[src/bldf_cfg.svh]
// constants for the bridge legacy decode and error forwarding block
`ifndef BLDF_CFG_SVH
`define BLDF_CFG_SVH
`define BLDF_BIT_PARITY_RESP    0
`define BLDF_BIT_SYSERR_FWD     1
`define BLDF_BIT_EXP_FILTER     2
`define BLDF_BIT_DISP_EN        3
`define BLDF_BIT_FULL_DECODE    4
`define BLDF_BIT_MASTER_ABORT   5
`define BLDF_BIT_SEC_RESET      6
`define BLDF_BIT_FAST_B2B       7
`define BLDF_RW_MASK            16'h00FF
`define BLDF_CTRL_RESET         16'h0000
`define BLDF_CMD_IO_BIT         0
`define BLDF_CMD_MEM_BIT        1
`define BLDF_CMD_SERR_BIT       8
`define BLDF_DISP_MEM_LO        32'h000A0000
`define BLDF_DISP_MEM_HI        32'h000BFFFF
`define BLDF_DISP_IO_A_LO       10'h3B0
`define BLDF_DISP_IO_A_HI       10'h3BB
`define BLDF_DISP_IO_B_LO       10'h3C0
`define BLDF_DISP_IO_B_HI       10'h3DF
`define BLDF_IO_64K_TOP         16'h0000
`define BLDF_IO_HI_ZERO         6'h00
`define BLDF_ALIAS_LO_LIMIT     10'h100
`endif

[src/bldf_pkg.sv]
// types for the bridge legacy decode and error forwarding block
package bldf_pkg;
    typedef struct packed {
        logic        valid;
        logic        is_io;
        logic        upstream;
        logic [31:0] addr;
    } bldf_req_t;

    typedef struct packed {
        logic        fwd;
        logic        block;
    } bldf_dec_t;

    typedef struct packed {
        logic        addr_err;
        logic        attr_err;
        logic        data_err;
    } bldf_err_t;
endpackage : bldf_pkg

[src/bldf_top.sv]
// forwarding decisions and control register of a pcie to pci bridge
// Behaviour
// - full-decode bit enables io bits 15:10 compare
// - display enable claims A0000-BFFFF memory downstream
// - display enable forwards 3B0-3BB, 3C0-3DF io
// - display addresses from secondary are not forwarded
// - display forwarding ignores filter and windows
// - io/memory space enables qualify display forwarding
// - display disabled: forward downstream only inside windows
// - alias filter only inside io window, 64k
// - filter blocks top 768 down, forwards up
// - filter cleared forwards whole io window
// - syserr forwarded when enable, cmd bit8, serr
// - parity enable gates secondary error reporting
// - data error always poisons upstream data
// - control bits reset to zero
// - secondary reset follows reset bit
`timescale 1ns/1ps
`include "bldf_cfg.svh"

module bldf_top (
    // clock and reset
    input  wire logic              sys_clk_in,
    input  wire logic              reset_in,
    // configuration access to the control register
    input  wire logic              cfg_wr_in,
    input  wire logic [1:0]        cfg_be_in,
    input  wire logic [15:0]       cfg_wdata_in,
    output logic      [15:0]       cfg_rdata_out,
    // command register bits and programmed windows
    input  wire logic [15:0]       cmd_in,
    input  wire logic              io_win_hit_in,
    input  wire logic              mem_win_hit_in,
    // transaction to decode
    input  wire bldf_pkg::bldf_req_t req_in,
    output bldf_pkg::bldf_dec_t    dec_out,
    // secondary bus events
    input  wire logic              sec_serr_in,
    input  wire bldf_pkg::bldf_err_t sec_err_in,
    output logic                   syserr_fwd_out,
    output bldf_pkg::bldf_err_t    err_report_out,
    output logic                   poison_out,
    output logic                   secondary_reset_output_out
);
    import bldf_pkg::*;

    logic [15:0] bridge_forwarding_control;
    logic [15:0] next_ctrl;
    bldf_dec_t   next_dec;

    // byte lanes; only the low byte holds writable bits here
    assign next_ctrl = {cfg_be_in[1] ? cfg_wdata_in[15:8] : bridge_forwarding_control[15:8],
                        cfg_be_in[0] ? cfg_wdata_in[7:0]  : bridge_forwarding_control[7:0]}
                       & `BLDF_RW_MASK;

    always_ff @(posedge sys_clk_in) begin
        if (reset_in) begin
            bridge_forwarding_control <= `BLDF_CTRL_RESET;
        end else if (cfg_wr_in) begin
            bridge_forwarding_control <= next_ctrl;
        end
    end

    assign cfg_rdata_out = bridge_forwarding_control;

    wire full_decode = bridge_forwarding_control[`BLDF_BIT_FULL_DECODE];
    wire disp_en     = bridge_forwarding_control[`BLDF_BIT_DISP_EN];
    wire exp_filter  = bridge_forwarding_control[`BLDF_BIT_EXP_FILTER];
    wire syserr_en   = bridge_forwarding_control[`BLDF_BIT_SYSERR_FWD];
    wire parity_en   = bridge_forwarding_control[`BLDF_BIT_PARITY_RESP];
    wire io_space_enable       = cmd_in[`BLDF_CMD_IO_BIT];
    wire memory_space_enable   = cmd_in[`BLDF_CMD_MEM_BIT];
    wire primary_syserr_enable = cmd_in[`BLDF_CMD_SERR_BIT];

    wire [9:0] io_lo = req_in.addr[9:0];
    wire in_low_64k  = (req_in.addr[31:16] == `BLDF_IO_64K_TOP);
    // without full decode, bits 15:10 are don't-care so every alias matches
    wire io_hi_ok    = !full_decode || (req_in.addr[15:10] == `BLDF_IO_HI_ZERO);
    wire disp_io_lo  = ((io_lo >= `BLDF_DISP_IO_A_LO) && (io_lo <= `BLDF_DISP_IO_A_HI)) ||
                       ((io_lo >= `BLDF_DISP_IO_B_LO) && (io_lo <= `BLDF_DISP_IO_B_HI));
    wire disp_io     = !req_in.is_io ? 1'b0 : (in_low_64k && io_hi_ok && disp_io_lo);
    wire disp_mem    = !req_in.is_io && (req_in.addr >= `BLDF_DISP_MEM_LO) &&
                       (req_in.addr <= `BLDF_DISP_MEM_HI);
    wire disp_hit    = disp_en && (disp_io || disp_mem);
    // enables from the command register gate display forwarding
    wire disp_fwd    = disp_en && ((disp_io && io_space_enable) ||
                                   (disp_mem && memory_space_enable));
    // top 768 bytes of each 1k block are the alias region
    wire alias_hit   = req_in.is_io && io_win_hit_in && in_low_64k &&
                       (io_lo >= `BLDF_ALIAS_LO_LIMIT);
    wire filt_block  = exp_filter && alias_hit;
    wire win_hit     = req_in.is_io ? (io_win_hit_in && io_space_enable)
                                    : (mem_win_hit_in && memory_space_enable);

    always_comb begin
        next_dec = '0;
        if (req_in.valid) begin
            if (!req_in.upstream) begin
                if (disp_hit) begin
                    next_dec.fwd = disp_fwd;
                end else begin
                    next_dec.fwd   = win_hit && !filt_block;
                    next_dec.block = filt_block;
                end
            end else begin
                // upstream: outside the window goes to primary, alias region too when the filter is set
                next_dec.fwd   = !disp_hit && (!win_hit || (exp_filter && alias_hit));
                next_dec.block = disp_hit;
            end
        end
    end

    always_ff @(posedge sys_clk_in) begin
        if (reset_in) begin
            dec_out                    <= '0;
            syserr_fwd_out             <= 1'b0;
            err_report_out             <= '0;
            poison_out                 <= 1'b0;
            secondary_reset_output_out <= 1'b0;
        end else begin
            dec_out        <= next_dec;
            syserr_fwd_out <= syserr_en && primary_syserr_enable && sec_serr_in;
            err_report_out <= parity_en ? sec_err_in : '0;
            poison_out     <= sec_err_in.data_err;
            secondary_reset_output_out <= bridge_forwarding_control[`BLDF_BIT_SEC_RESET];
        end
    end
endmodule : bldf_top

[config.mk]
export PLATFORM = sky130hd
export DESIGN_NAME = bldf_top
export DESIGN_NICKNAME = d
export VERILOG_FILES = /design/src/bldf_pkg.sv /design/src/bldf_top.sv
export VERILOG_INCLUDE_DIRS = /design/src
export SDC_FILE = /design/constraint.sdc
export NUM_CORES = 1
export LEC_CHECK = 0
export BUFFER_PORTS_ARGS = -buffer_cell sky130_fd_sc_hd__buf_2
export CORE_UTILIZATION = 31
export DETAILED_ROUTE_END_ITERATION = 10
export PLACE_DENSITY = 0.85
export SLEW_MARGIN = 20
export SYNTH_ARGS = -nofsm -noshare
export SYNTH_HDL_FRONTEND = slang
export SYNTH_SLANG_ARGS = --single-unit
[constraint.sdc]
create_clock -name sys_clk_in -period 1.67 [get_ports sys_clk_in]
set_input_delay 0.0835 -clock sys_clk_in [delete_from_list [all_inputs] [get_ports sys_clk_in]]
set_output_delay 0.0835 -clock sys_clk_in [all_outputs]
set_load 0.01 [all_outputs]
==> results.py <==
metrics = {
    "logic_synthesis": {
        "avgSynthCellArea_sq_um": 8.49,
        "syn-cell-area_sq_um": 807,
        "synth.most_common_cell": "dfxtp_1",
        "synth_ff_type": "dfxtp_1",
        "synth_top_area_cell": "dfxtp_1",
        "yosys-top-cells-count": "16 x dfxtp_1, 13 x nand2_1, 13 x nand3_1",
        "ys_seq_area_share_pct": 39.7,
        "ys_ff_latch": 16,
        "synth_top_area_share_pct": 39.7,
        "synth_cells": 95,
        "synth_edf_count": 0,
        "synth_cell_types": 31,
        "synth_area_leaders": "dfxtp_1 40%, nand3_1 8.1%, buf_4 7.4%",
        "synth_warnings": 0,
        "synthArstFlopShare_pct": 0,
    },
    "global_route": {
        "grt_pass1_wl_mm": 3.25,
        "grt_pass1_vias": 763,
        "grt_usage_pct": 15.9,
        "grt_max_degree": 15,
        "grt_overflow_total": 0,
        "antenna_found_initial": 0,
    },
    "route": {
        "drt-initial-drc-count": 14,
        "viasPerCell": 4.66,
        "dr.pass1.iters": 4,
        "ant_nets": 0,
        "vias": 905,
        "finalWirelength_mm": 2.01,
        "route.detailed.drc": 0,
        "wl_per_cell_um": 10.4,
    },
    "power": {
        "p_per_area_nw_per_um2": 672,
        "comb_power_share_pct": 18.2,
        "p_sw_share_pct": 24.3,
        "p_int_w": 0.000601,
        "p_clk_share_pct": 31.1,
        "p_leak_nw": 0.600,
        "seq_power_share_pct": 50.7,
        "power_switching_w": 0.000193,
        "peakVddDrop_v": 0.000639,
    },
    "cts": {
        "cts_tree": "built",
        "cts-root-buf": "clkbuf_4",
        "worstSkewPairLatency_ns": 0.28,
        "ctsResizeCount": 0,
        "clockBufferDepth": 2,
        "cts_setup_buffers": 0,
        "clkSinkCount": 16,
        "cts_made_buffers": 3,
        "htree_levels": 1,
        "clk_pin_slew_ns": 0.09,
        "hold_buffers": 0,
    },
    "finish": {
        "drive_above_1_share_pct": 49.4,
        "fin_nets": 243,
        "num_antenna_cells": 0,
        "area_delta_synth_final_pct": 46.4,
        "finalCoreUtilization_pct": 47.7,
    },
    "setup_path": {
        "crit_path_max_incr_delay_ns": 0.36,
        "r2r_setup_slack_ns": 0.44,
        "crit_type": "reg -> reg",
        "worstRegToRegCells": 4,
        "critPathArrivalTime_ns": 1.44,
        "critPathCaptureType": "flop",
        "cp-start-kind": "flop",
        "reg2reg_from": "cfg_rdata_out[4]$_SDFFE_PP0P_",
        "cp_data_required_time_ns": 1.89,
        "crit_chain": "a221o_1 -> o31ai_1 -> nand4b_1 -> a21oi_1",
        "worstReg2RegEnd": "dec_out[1]$_SDFF_PP0_",
        "crit_path_max_fanout": 3,
        "critPathSlowestCell": "a221o_1",
    },
    "die": {
        "rows": 18,
        "die_h_um": 53.0,
        "die_w_um": 53.0,
        "coreArea_sq_um": 2480,
        "ios": 102,
        "initial_core_util_pct": 32.6,
        "dieArea_sq_um": 2810,
    },
    "min_path": {
        "min_to": "err_report_out[1]$_SDFF_PP0_",
        "worstHoldPathCells": 2,
        "hold_path_class": "in -> reg",
        "hp-start": "sec_err_in[1]",
    },
    "sta": {
        "worst_slack_ns": 0.445,
        "setup_viol": 0,
        "fin_skew_ns": 0.00334,
        "final_max_slew_viol_count": 0,
        "hold_viol_final": 0,
        "clock.fmax_ghz": 0.816,
        "finalSetupTns_ns": 0,
        "period_share_pct": 73.4,
        "finalCriticalPeriod_ns": 1.23,
        "rsz0062_at_grt": "false",
    },
    "place": {
        "dpl.hpwl_mm": 1.68,
        "port_buffers": 69,
        "place_congestion": 0.759,
        "pre_cts_slack_ns": 0.207,
    },
    "run_status": {
        "status": "complete, no violations",
    },
    "run": {
        "drv_cap": 0,
    },
}
[power by group through the flow]
stage / logic [W] / clock network [W] / registers (W)
3_5_place_dp: 0.000145 / 0 / 0.000411
3_3_place_gp: 0.000142 / 0 / 0.000411
6_report: 0.000145 / 0.000247 / 0.000402
4_1_cts: 0.000146 / 0.000261 / 0.000402
5_1_grt: 0.000162 / 0.000284 / 0.000405
2_1_floorplan: 0.0000652 / 0 / 0.000417
[layout by cell type (no fill, tap or decap), types with 2 or more instances in the layout]
master | netlist | routed
dfxtp_1 | 16 | 16
nand2_1 | 13 | 13
a21oi_1 | 10 | 10
conb_1 | 1 | 8
nor4_2 | 2 | 2
and3b_1 | 2 | 2
nand3b_1 | 2 | 2
nand3_1 | 13 | 13
nor2_1 | 4 | 4
nor2b_1 | 2 | 2
buf_2 | 0 | 69
clkbuf_4 | 0 | 3
[worst max-delay path, delay by kind of cell (launching register included)]
kind | cells | cell delay, ns
AO/OA/AOI/OAI | 3 | 0.71
flip-flops | 1 | 0.34
AND/OR/NAND/NOR | 1 | 0.12
[metrics by stage]
| step | std cells | instance area [sq um] | power (W) | hold slack (ns) |
|---|---|---|---|---|
| global route | 194 | 1180 | 0.000851 | 0.0329 |
| floorplan | 102 | 833 | 0.000482 | 0.163 |
| finish | 194 | 1180 | 0.000794 | 0.0392 |
| CTS | 194 | 1180 | 0.000809 | 0.0284 |
| global placement | 190 | 1140 | 0.000553 | 0.325 |
| detailed placement | 190 | 1140 | 0.000556 | 0.330 |
[layer usage]
metal,routed length [um],GRT usage (%),vias to the layer above
met1,895,18.8,401
met5,0,0,-
met4,6,2.63,0
met3,146,6.32,2
li1,-,-,461
met2,966,27.2,41
[logic make-up after synthesis]
logic type	synth area share (%)
buffers and inverters	9.30
flip-flops	39.7
AO/OA/AOI/OAI	15.4
other	0.465
AND/OR/NAND/NOR	35.2
[sequential cells by signal, indices dropped and copies added (netlist names)]
name and count:
cfg_rdata_out 8, err_report_out 3, dec_out 2, poison_out 1, secondary_reset_output_out 1, syserr_fwd_out 1
[worst max path at each step]
stage | startpoint | endpoint | cells past startpoint
6_report | cfg_rdata_out[4]$_SDFFE_PP0P_ | dec_out[1]$_SDFF_PP0_ | 4
5_1_grt | cfg_rdata_out[4]$_SDFFE_PP0P_ | dec_out[1]$_SDFF_PP0_ | 4
4_1_cts | cfg_rdata_out[4]$_SDFFE_PP0P_ | dec_out[1]$_SDFF_PP0_ | 4
3_5_place_dp | req_in[29] | dec_out[1]$_SDFF_PP0_ | 7
3_3_place_gp | req_in[29] | dec_out[1]$_SDFF_PP0_ | 7
2_1_floorplan | req_in[29] | dec_out[1]$_SDFF_PP0_ | 6
[layout make-up]
| type | count | area, sq um |
|---|---|---|
| clock buffer | 4 | 36.3 |
| fill | 274 | 1300 |
| inverter | 1 | 3.75 |
| multi-input combinational | 74 | 438 |
| sequential | 16 | 320 |
| tap | 30 | 37.5 |
| timing repair buffer | 69 | 345 |
No activity file was read; power rests on OpenSTA's default activity.
